$ cat config.mk
export PLATFORM = sky130hd
export DESIGN_NAME = mfgp_top
export DESIGN_NICKNAME = d
export VERILOG_FILES = /design/src/hdl/mfgp_irq_sync.v /design/src/hdl/mfgp_top.v
export VERILOG_INCLUDE_DIRS = /design/src /design/src/pkg
export SDC_FILE = /design/constraint.sdc
export NUM_CORES = 1
export LEC_CHECK = 0
export BUFFER_PORTS_ARGS = -buffer_cell sky130_fd_sc_hd__buf_4
export CAP_MARGIN = 0
export CORE_MARGIN = 2
export CORE_UTILIZATION = 43
export CTS_CLUSTER_DIAMETER = 100
export CTS_CLUSTER_SIZE = 24
export DETAILED_ROUTE_END_ITERATION = 16
export PLACE_DENSITY = 0.75
export SYNTH_ARGS = -nofsm -noshare
export SYNTH_HDL_FRONTEND = slang
export SYNTH_SLANG_ARGS = --single-unit
$ cat constraint.sdc
create_clock -name clk -period 1.75 [get_ports clk]
set_input_delay 0.0875 -clock clk [delete_from_list [all_inputs] [get_ports clk]]
set_output_delay 0.0875 -clock clk [all_outputs]
set_load 0.03 [all_outputs]
$ cat src/pkg/mfgp_defines.vh
// Purpose: Constants of the multi-function GPIO port block
// Assumes: 40 MHz core clock
// Notes:   Definitions only
`ifndef MFGP_DEFINES_VH
`define MFGP_DEFINES_VH

// Clock rates in kHz
`define MFGP_CLK_KHZ        40000
`define MFGP_DIVCLK_KHZ     2560
// Accumulator step for half-period toggles of the divided clock
`define MFGP_DIVCLK_STEP    (2 * `MFGP_DIVCLK_KHZ)

// Register kind codes on reg_kind
`define MFGP_KIND_CTRL      2'h0
`define MFGP_KIND_DATA      2'h1
`define MFGP_KIND_SET       2'h2
`define MFGP_KIND_CLR       2'h3

// Port numbers
`define MFGP_PORT_NUM       3

// Fields of port_dir_data: input levels, output data, direction
`define MFGP_DAT_IN_LSB     0
`define MFGP_DAT_OUT_LSB    16
`define MFGP_DAT_DIR_LSB    24

// Control register: alternate select of port bit b is bit 4*b
`define MFGP_ALT_STRIDE     4
`define MFGP_CTRL_DIVCLK    16
`define MFGP_CTRL_HV0_EN    20
`define MFGP_CTRL_HV1_EN    24

// Reset values
`define MFGP_CTRL_RST       32'h00000000
`define MFGP_FIELD_RST      8'h00

// Implemented bits per port field
`define MFGP_MASK_P0        8'h7F
`define MFGP_MASK_P1        8'h03
`define MFGP_MASK_P2        8'h33

`endif

$ cat src/hdl/mfgp_irq_sync.v
// Purpose: Two-stage synchroniser for level interrupt requests
// Assumes: Stages advance on the divided core clock enable
// Notes:   First stage feeds only the second stage
`timescale 1ns/1ps
`include "mfgp_defines.vh"

module mfgp_irq_sync #(
    parameter W = 4
) (
    // Clock and reset
    input  wire         clk,
    input  wire         rst,
    // Divided clock enable
    input  wire         tick,
    // Raw and synchronised levels
    input  wire [W-1:0] lvl_in,
    output wire [W-1:0] lvl_out
);

    genvar i;
    generate
        for (i = 0; i < W; i = i + 1)
        begin : g_bit
            reg meta_reg;   // First stage, read only by sync_reg
            reg sync_reg;   // Second stage, safe to use
            // Level pipeline stepped by divided clock
            always @(posedge clk)
            begin
                if (rst)
                begin
                    meta_reg <= 1'b0;
                    sync_reg <= 1'b0;
                end
                else if (tick)
                begin
                    meta_reg <= lvl_in[i];
                    sync_reg <= meta_reg;
                end
            end
            assign lvl_out[i] = sync_reg;
        end
    endgenerate

endmodule

$ cat src/hdl/mfgp_top.v
// Purpose: Nine-pin multi-function GPIO with three ports
// Assumes: Inputs synchronous to clk; register access via plain strobe port
// Notes:   Divided clock output has one-cycle jitter at 40 MHz
// Functional notes
// - Nine two-way pins, plain GPIO after reset
// - Ports of 5, 2 and 2 pins
// - Pins 0,5,7,8 are active-high level interrupts
// - Each port: control, data, set, clear registers
// - Pin levels held during power-down
// - Pin 0: port zero bit 0, SPI select
// - Pins 1-3: SPI clock, MISO, MOSI
// - Pin 4 alternate: continuous 2.56MHz clock
// - Port zero bits 5,6 form high-voltage link
// - Pins 7,8: port two, LIN test paths
// - Port two bits 4,5: diagnostic readback, write
// - Control bit 16 selects clock output
`timescale 1ns/1ps
`include "mfgp_defines.vh"

module mfgp_top (
    // Clock and reset
    input  wire        clk,
    input  wire        rst,
    // Divided core clock enable and power state
    input  wire        cd_tick,
    input  wire        power_down,
    // Register write/read port
    input  wire        reg_wr,
    input  wire [1:0]  reg_port,
    input  wire [1:0]  reg_kind,
    input  wire [31:0] reg_wdata,
    output reg  [31:0] reg_rdata,
    // External pins
    input  wire [8:0]  pin_in,
    output reg  [8:0]  pin_out,
    output reg  [8:0]  pin_oe_n,
    // Alternate function peripherals
    input  wire [8:0]  alt_out,
    input  wire [8:0]  alt_oe_n,
    output reg  [8:0]  alt_in,
    // High-voltage two-wire link
    input  wire [1:0]  hv_link_in,
    output reg  [1:0]  hv_link_out,
    output reg  [1:0]  hv_link_oe_n,
    // LIN pin diagnostics
    input  wire        lin_diag_readback,
    output reg         lin_diag_drive,
    output reg         lin_diag_oe_n,
    // Level interrupt requests
    output reg         ext_int_0,
    output reg         ext_int_1,
    output reg         ext_int_4,
    output reg         ext_int_5
);

    // Pin to port map, two bits each, pin 8 first
    localparam [17:0] PIN_PORT = {2'h2, 2'h2, 2'h1, 2'h1, 2'h0, 2'h0, 2'h0, 2'h0, 2'h0};
    localparam [26:0] PIN_BIT  = {3'h1, 3'h0, 3'h1, 3'h0, 3'h4, 3'h3, 3'h2, 3'h1, 3'h0};
    // Full-width copies, then cut to the 16-bit accumulator on purpose
    localparam [31:0] ACC_MOD_W  = `MFGP_CLK_KHZ;
    localparam [31:0] ACC_STEP_W = `MFGP_DIVCLK_STEP;
    localparam [15:0] ACC_MOD    = ACC_MOD_W[15:0];
    localparam [15:0] ACC_STEP   = ACC_STEP_W[15:0];

    // Port registers, one entry per port
    reg  [31:0] ctrl_reg [0:2];   // port_function_ctrl
    reg  [7:0]  dir_reg  [0:2];   // Direction, 1 drives
    reg  [7:0]  out_reg  [0:2];   // Output data
    reg  [7:0]  in_reg   [0:2];   // Sampled input levels
    // Implemented bits, port 2 in the top byte; a net holds them from time zero
    wire [23:0] mask_all = {`MFGP_MASK_P2, `MFGP_MASK_P1, `MFGP_MASK_P0};
    // Divided clock generator
    reg  [15:0] acc_reg;
    reg  [15:0] acc_next;
    reg         divclk_reg;
    // Pin drive candidates
    reg  [8:0]  drv_out;
    reg  [8:0]  drv_oe_n;
    // Synchronised interrupt levels
    wire [3:0]  irq_sync;
    integer     k;
    integer     p;
    integer     m;            // Loop index of the input sampler only

    // Register writes; reset leaves every pin GPIO input
    always @(posedge clk)
    begin
        if (rst)
        begin
            for (k = 0; k < `MFGP_PORT_NUM; k = k + 1)
            begin
                ctrl_reg[k] <= `MFGP_CTRL_RST;
                dir_reg[k]  <= `MFGP_FIELD_RST;
                out_reg[k]  <= `MFGP_FIELD_RST;
            end
        end
        else if (reg_wr && (reg_port < 2'h3))
        begin
            case (reg_kind)
                // Function select bits
                `MFGP_KIND_CTRL:
                begin
                    ctrl_reg[reg_port] <= reg_wdata;
                end
                // Direction and data together
                `MFGP_KIND_DATA:
                begin
                    dir_reg[reg_port] <= reg_wdata[`MFGP_DAT_DIR_LSB +: 8] & mask_all[8*reg_port +: 8];
                    out_reg[reg_port] <= reg_wdata[`MFGP_DAT_OUT_LSB +: 8] & mask_all[8*reg_port +: 8];
                end
                // Ones drive high, zeros untouched
                `MFGP_KIND_SET:
                begin
                    out_reg[reg_port] <= out_reg[reg_port]
                                       | (reg_wdata[`MFGP_DAT_OUT_LSB +: 8] & mask_all[8*reg_port +: 8]);
                end
                // Ones drive low, zeros untouched
                `MFGP_KIND_CLR:
                begin
                    out_reg[reg_port] <= out_reg[reg_port]
                                       & ~reg_wdata[`MFGP_DAT_OUT_LSB +: 8];
                end
                default:
                begin
                    out_reg[reg_port] <= out_reg[reg_port];
                end
            endcase
        end
    end

    // Input sampling into each port's level field
    always @(posedge clk)
    begin
        if (rst)
        begin
            for (m = 0; m < `MFGP_PORT_NUM; m = m + 1)
            begin
                in_reg[m] <= `MFGP_FIELD_RST;
            end
        end
        else
        begin
            in_reg[0] <= {1'b0, hv_link_in, pin_in[4:0]};
            in_reg[1] <= {6'h00, pin_in[6:5]};
            in_reg[2] <= {2'h0, 1'b0, lin_diag_readback, 2'h0, pin_in[8:7]};
        end
    end

    // Read path, one cycle after the request; set/clear read zero
    always @(posedge clk)
    begin
        if (rst)
        begin
            reg_rdata <= 32'h00000000;
        end
        else if (reg_port == 2'h3)
        begin
            reg_rdata <= 32'h00000000;  // Unmapped port
        end
        else if (reg_kind == `MFGP_KIND_CTRL)
        begin
            reg_rdata <= ctrl_reg[reg_port];
        end
        else if (reg_kind == `MFGP_KIND_DATA)
        begin
            reg_rdata <= {dir_reg[reg_port], out_reg[reg_port], 8'h00, in_reg[reg_port]};
        end
        else
        begin
            reg_rdata <= 32'h00000000;
        end
    end

    // Accumulator divider: average rate is exact, edges jitter by one cycle
    always @*
    begin
        acc_next = acc_reg + ACC_STEP;
        if (acc_next >= ACC_MOD)
        begin
            acc_next = acc_next - ACC_MOD;
        end
    end

    // Free-running clock toggle, independent of select bit
    always @(posedge clk)
    begin
        if (rst)
        begin
            acc_reg    <= 16'h0000;
            divclk_reg <= 1'b0;
        end
        else
        begin
            acc_reg <= acc_next;
            if (acc_reg + ACC_STEP >= ACC_MOD)
            begin
                divclk_reg <= ~divclk_reg;
            end
        end
    end

    // Per-pin function mux: alternate or GPIO
    always @*
    begin
        drv_out  = 9'h000;
        drv_oe_n = 9'h1FF;
        for (p = 0; p < 9; p = p + 1)
        begin
            if (ctrl_reg[PIN_PORT[2*p +: 2]][`MFGP_ALT_STRIDE * PIN_BIT[3*p +: 3]])
            begin
                if (p == 4)
                begin
                    drv_out[p]  = divclk_reg;
                    drv_oe_n[p] = 1'b0;
                end
                else
                begin
                    drv_out[p]  = alt_out[p];
                    drv_oe_n[p] = alt_oe_n[p];
                end
            end
            else
            begin
                drv_out[p]  = out_reg[PIN_PORT[2*p +: 2]][PIN_BIT[3*p +: 3]];
                drv_oe_n[p] = ~dir_reg[PIN_PORT[2*p +: 2]][PIN_BIT[3*p +: 3]];
            end
        end
    end

    // Pin and internal-link drivers, frozen in power-down
    always @(posedge clk)
    begin
        if (rst)
        begin
            pin_out        <= 9'h000;
            pin_oe_n       <= 9'h1FF;
            alt_in         <= 9'h000;
            hv_link_out    <= 2'h0;
            hv_link_oe_n   <= 2'h3;
            lin_diag_drive <= 1'b0;
            lin_diag_oe_n  <= 1'b1;
        end
        else if (!power_down)
        begin
            pin_out  <= drv_out;
            pin_oe_n <= drv_oe_n;
            alt_in   <= pin_in;
            // Link bits only drive once software enabled them
            hv_link_out     <= out_reg[0][6:5];
            hv_link_oe_n[0] <= ~(ctrl_reg[0][`MFGP_CTRL_HV0_EN] & dir_reg[0][5]);
            hv_link_oe_n[1] <= ~(ctrl_reg[0][`MFGP_CTRL_HV1_EN] & dir_reg[0][6]);
            // Diagnostic write path of the LIN pin
            lin_diag_drive <= out_reg[2][5];
            lin_diag_oe_n  <= ~dir_reg[2][5];
        end
    end

    // Interrupt pins through divided-clock synchroniser
    mfgp_irq_sync #(
        .W (4)
    ) u_irq_sync (
        .clk     (clk),
        .rst     (rst),
        .tick    (cd_tick),
        .lvl_in  ({pin_in[8], pin_in[7], pin_in[5], pin_in[0]}),
        .lvl_out (irq_sync)
    );

    // Unlatched level requests; source must hold them
    always @(posedge clk)
    begin
        if (rst)
        begin
            ext_int_0 <= 1'b0;
            ext_int_1 <= 1'b0;
            ext_int_4 <= 1'b0;
            ext_int_5 <= 1'b0;
        end
        else
        begin
            ext_int_0 <= irq_sync[0];
            ext_int_1 <= irq_sync[1];
            ext_int_4 <= irq_sync[2];
            ext_int_5 <= irq_sync[3];
        end
    end

endmodule

==> flow_summary_export.csv <==
group,metric,value,unit
clocking,clkSlewWorstSetupHoldPaths,0.10,ns
yosys,yosys_warnings,0,
worst_hold_path,hold_path.class,"primary input to flip-flop",
yosys,synth.distinct_cells,56,
setup_path,path_cells,"ha_4, nand4b_1, a211oi_2, o21a_4, or4_1, a21oi_1",
setup_path,max_stage_delay,0.47,ns
power_and_ir_drop,p_comb_share,13.1,%
outcome,failed_checks,"setup timing",
setup_path,crit_type,"flip-flop to flip-flop",
timing,worst_slew_pin_slew,0.568,ns
setup_path,reg2reg_depth,6,
clocking,ctsHtreeMaxLevel,1,
placed_design,hpwlAfterDp,17500,um
routing,wl_met3,1670,um
clocking,clk_path_buf_depth,3,
setup_path,cp_data_required_time,2.17,ns
clocking,root_buffer,"clkbuf_16",
yosys,synth_area,10300,um^2
placed_design,gp_congestion,0.827,
placed_design,post-place-cells,1334,
setup_path,reg2reg_to,"acc_reg[13]$_SDFF_PP0_",
finish,drive_gt1_share,22.9,%
setup_path,endpoint_kind,"flip-flop",
power_and_ir_drop,power.internal,8.99,mW
finish,design_area,13200,um^2
routing,wl_met1,10800,um
routing,topRoutingLayerUsed,"met4",
power_and_ir_drop,p_per_area,899,nW/um^2
setup_path,regToRegStartpoint,"acc_reg[10]$_SDFF_PP0_",
outcome,outcome,"finished with violations",
clocking,cts_tree,"built",
grt,overflow,0,
grt,grtUsageTotal,20.5,%
yosys,synthCells,868,
clocking,cts_made_buffers,14,
yosys,synth_area_per_cell,11.8,um^2
floorplanning,ios,140,
routing,via_per_inst,5.22,
timing,worst_slack,-0.0293,ns
finish,layout.cells.non_filler,1425,
floorplanning,die_area,25100,um^2
power_and_ir_drop,ir_worst_vdd,0.482,mV
finish,num_antenna_cells,0,
yosys,synth_top_area_share,43.6,%
power_and_ir_drop,switching_share,24.4,%
timing,setup_violations,4,
power_and_ir_drop,power,11.9,mW
placed_design,placed_area,12000,um^2
power_and_ir_drop,p_clk_share,30.7,%
timing,tns,-0.0747,ns
grt,grt_pass1_vias,7393,
timing,hold_viol_final,0,
power_and_ir_drop,seq_power_share,56.1,%
clocking,clk_latency,0.49,ns
placed_design,io_buffers,137,
setup_path,critPathLaunchType,"flip-flop",
routing,ant_nets,0,
routing,drtIter0Drc,661,
setup_path,crit_fanout,8,
yosys,synth_top_area_cell,"edfxtp_1",
timing,fmax,562,MHz
routing,wl,26000,um
timing,skew,0.0172,ns
grt,grt_max_degree,56,
routing,wl_met2,12700,um
power_and_ir_drop,leakage,5.47,nW
setup_path,ff2ff_setup_slack,-0.03,ns
timing,post-route-min-period,1.78,ns
floorplanning,core,23500,um^2
yosys,ys_ff_latch,249,
routing,avgRoutedWirePerCell,18.3,um
floorplanning,rows,56,
finish,area_growth,28.8,%
clocking,cts.sinks,249,
setup_path,crit_slowest_cell,"or4_1",
floorplanning,die_h,159,um
yosys,yosysSeqAreaShare,63.0,%
setup_path,critPathBufInv,0,
flow_run,maxCapViolCount,0,
routing,first_pass_iters,5,
routing,vias,7432,
yosys,ys.flop_type,"edfxtp_1",
setup_path,path_delay_family,"simple AND/OR/NAND/NOR gates",
grt,grt_pass1_wl,39500,um
yosys,async_reset_ff_share,0,%
timing,fin_crit_sh,102,%
worst_hold_path,hold-path-cell-count,5,
timing,slew_headroom,62.2,%
grt,antenna_found_initial,0,
setup_path,cp_data_arrival_time,2.20,ns
timing,drv_slew,0,
worst_hold_path,holdCritStartpoint,"alt_out[7]",
power_and_ir_drop,switching_power,2.90,mW
floorplanning,initial_core_util,43.8,%
yosys,synth_edf_count,149,
finish,nets,1173,
timing,rsz0062_at_grt,"yes",
yosys,synth_area_leaders,"edfxtp_1, dfxtp_1, mux2i_1",
routing,drc,0,
worst_hold_path,hold_end,"pin_out[7]$_SDFFE_PP0N_",
floorplanning,die_w,159,um
finish,largest_reg_flops,96,
[layer usage]
| layer | up-vias | global-route usage (%) |
|---|---|---|
| li1 | 3491 | - |
| met1 | 3590 | 27.5 |
| met2 | 292 | 34.1 |
| met3 | 59 | 2.40 |
| met4 | 0 | 8.19 |
| met5 | - | 0 |
[area by class of cell]
cell class / count / area (um^2)
Fill cell: 1940 / 10200
Sequential cell: 249 / 6490
Multi-Input combinational cell: 568 / 3700
Timing Repair Buffer: 249 / 2130
Clock buffer: 22 / 402
Tap cell: 319 / 399
Inverter: 16 / 60.1
Clock inverter: 2 / 46.3
[how the worst max path moves through the flow]
stage | from | end | slack [ns] | cells past startpoint
finish | acc_reg[10]$_SDFF_PP0_ | acc_reg[13]$_SDFF_PP0_ | -0.03 | 6
global route | acc_reg[10]$_SDFF_PP0_ | acc_reg[8]$_SDFFE_PP0P_ | -0.11 | 6
CTS | acc_reg[11]$_SDFF_PP0_ | divclk_reg$_SDFFE_PP0P_ | 0.02 | 7
detailed placement | acc_reg[11]$_SDFF_PP0_ | acc_reg[9]$_SDFFE_PP0P_ | -0.05 | 6
global placement | acc_reg[11]$_SDFF_PP0_ | acc_reg[13]$_SDFF_PP0_ | 0.01 | 6
floorplan | acc_reg[6]$_SDFFE_PP0P_ | acc_reg[13]$_SDFF_PP0_ | 0.01 | 7
[power by group through the flow]
| stage | Combinational [mW] | Sequential, mW | Clock (mW) |
|---|---|---|---|
| 2_1_floorplan | 0.661 | 6.90 | 0 |
| 3_3_place_gp | 1.36 | 6.79 | 0 |
| 3_5_place_dp | 1.39 | 6.81 | 0 |
| 4_1_cts | 1.51 | 6.67 | 3.72 |
| 5_1_grt | 1.69 | 6.71 | 3.90 |
| 6_report | 1.56 | 6.68 | 3.65 |
[layout by cell type, fill, tap and decap left out, types with 3 or more instances in the layout]
| cell type | netlist | routed |
|---|---|---|
| o21ai_0 | 26 | 23 |
| nor2_1 | 112 | 112 |
| o31ai_1 | 3 | 3 |
| nor3_1 | 5 | 4 |
| buf_4 | 1 | 177 |
| conb_1 | 1 | 16 |
| mux2i_1 | 76 | 76 |
| nand3_1 | 5 | 5 |
| clkbuf_16 | 0 | 15 |
| o41ai_1 | 3 | 3 |
| and3_1 | 16 | 16 |
| nor2b_1 | 17 | 17 |
| inv_1 | 16 | 14 |
| buf_12 | 0 | 8 |
| nand2_1 | 54 | 54 |
| edfxtp_1 | 149 | 149 |
| dfxtp_1 | 100 | 94 |
| dlygate4sd3_1 | 0 | 62 |
| a21oi_1 | 54 | 52 |
| and2_1 | 101 | 101 |
| clkbuf_1 | 37 | 7 |
| xor2_1 | 4 | 4 |
| a22oi_1 | 5 | 5 |
| or2_2 | 5 | 5 |
| or3_1 | 4 | 3 |
| mux2_2 | 3 | 3 |
| dfxtp_2 | 0 | 4 |
| o22ai_1 | 7 | 7 |
| a21oi_2 | 1 | 3 |
| mux4_2 | 10 | 10 |
[tightest hold or removal path, cell delays in order]
cell	delay, ns
buf_4	0.09
mux2i_1	0.06
nor2_1	0.12
a21oi_1	0.06
nor2_1	0.07
[what timing repair did]
action	in CTS	in global routing
hold endpoints to repair	155	0
setup endpoints to repair	7	13
pin swaps	7	12
gates resized for setup	6	20
hold buffers	62	0
buffers inserted	2	3
[synth_stat cells, drive strengths merged (5+ instances only)]
| cell | count |
|---|---|
| nand3 | 5 |
| dfxtp | 100 |
| clkbuf | 37 |
| o22ai | 7 |
| a21oi | 55 |
| and2 | 101 |
| nor2 | 114 |
| and3 | 16 |
| inv | 16 |
| buf | 13 |
| o21ai | 27 |
| a22oi | 5 |
| mux4 | 10 |
| or2 | 5 |
| nor3 | 5 |
| mux2i | 76 |
| nand2 | 54 |
| edfxtp | 149 |
| nor2b | 17 |
[per-stage QoR]
step           hold slack, ns  worst slack [ns]  util (%)
3_5_place_dp            0.321           -0.0461      51.2
6_report               0.0362           -0.0293      56.4
3_3_place_gp            0.326            0.0128      51.2
4_1_cts                0.0195            0.0170      55.9
5_1_grt                0.0690            -0.108      56.4
2_1_floorplan           0.167            0.0109         -
[cell families after synthesis]
kind of cell             synth area share [%]
AO/OA/AOI/OAI                            7.09
XOR/XNOR                                0.585
adder cells (fa/ha/maj)                 0.487
buffers and inverters                    2.55
flip-flops                               63.0
multiplexers                             9.93
other                                  0.0365
AND/OR/NAND/NOR                          16.3
(Power assumes the default switching activity.)
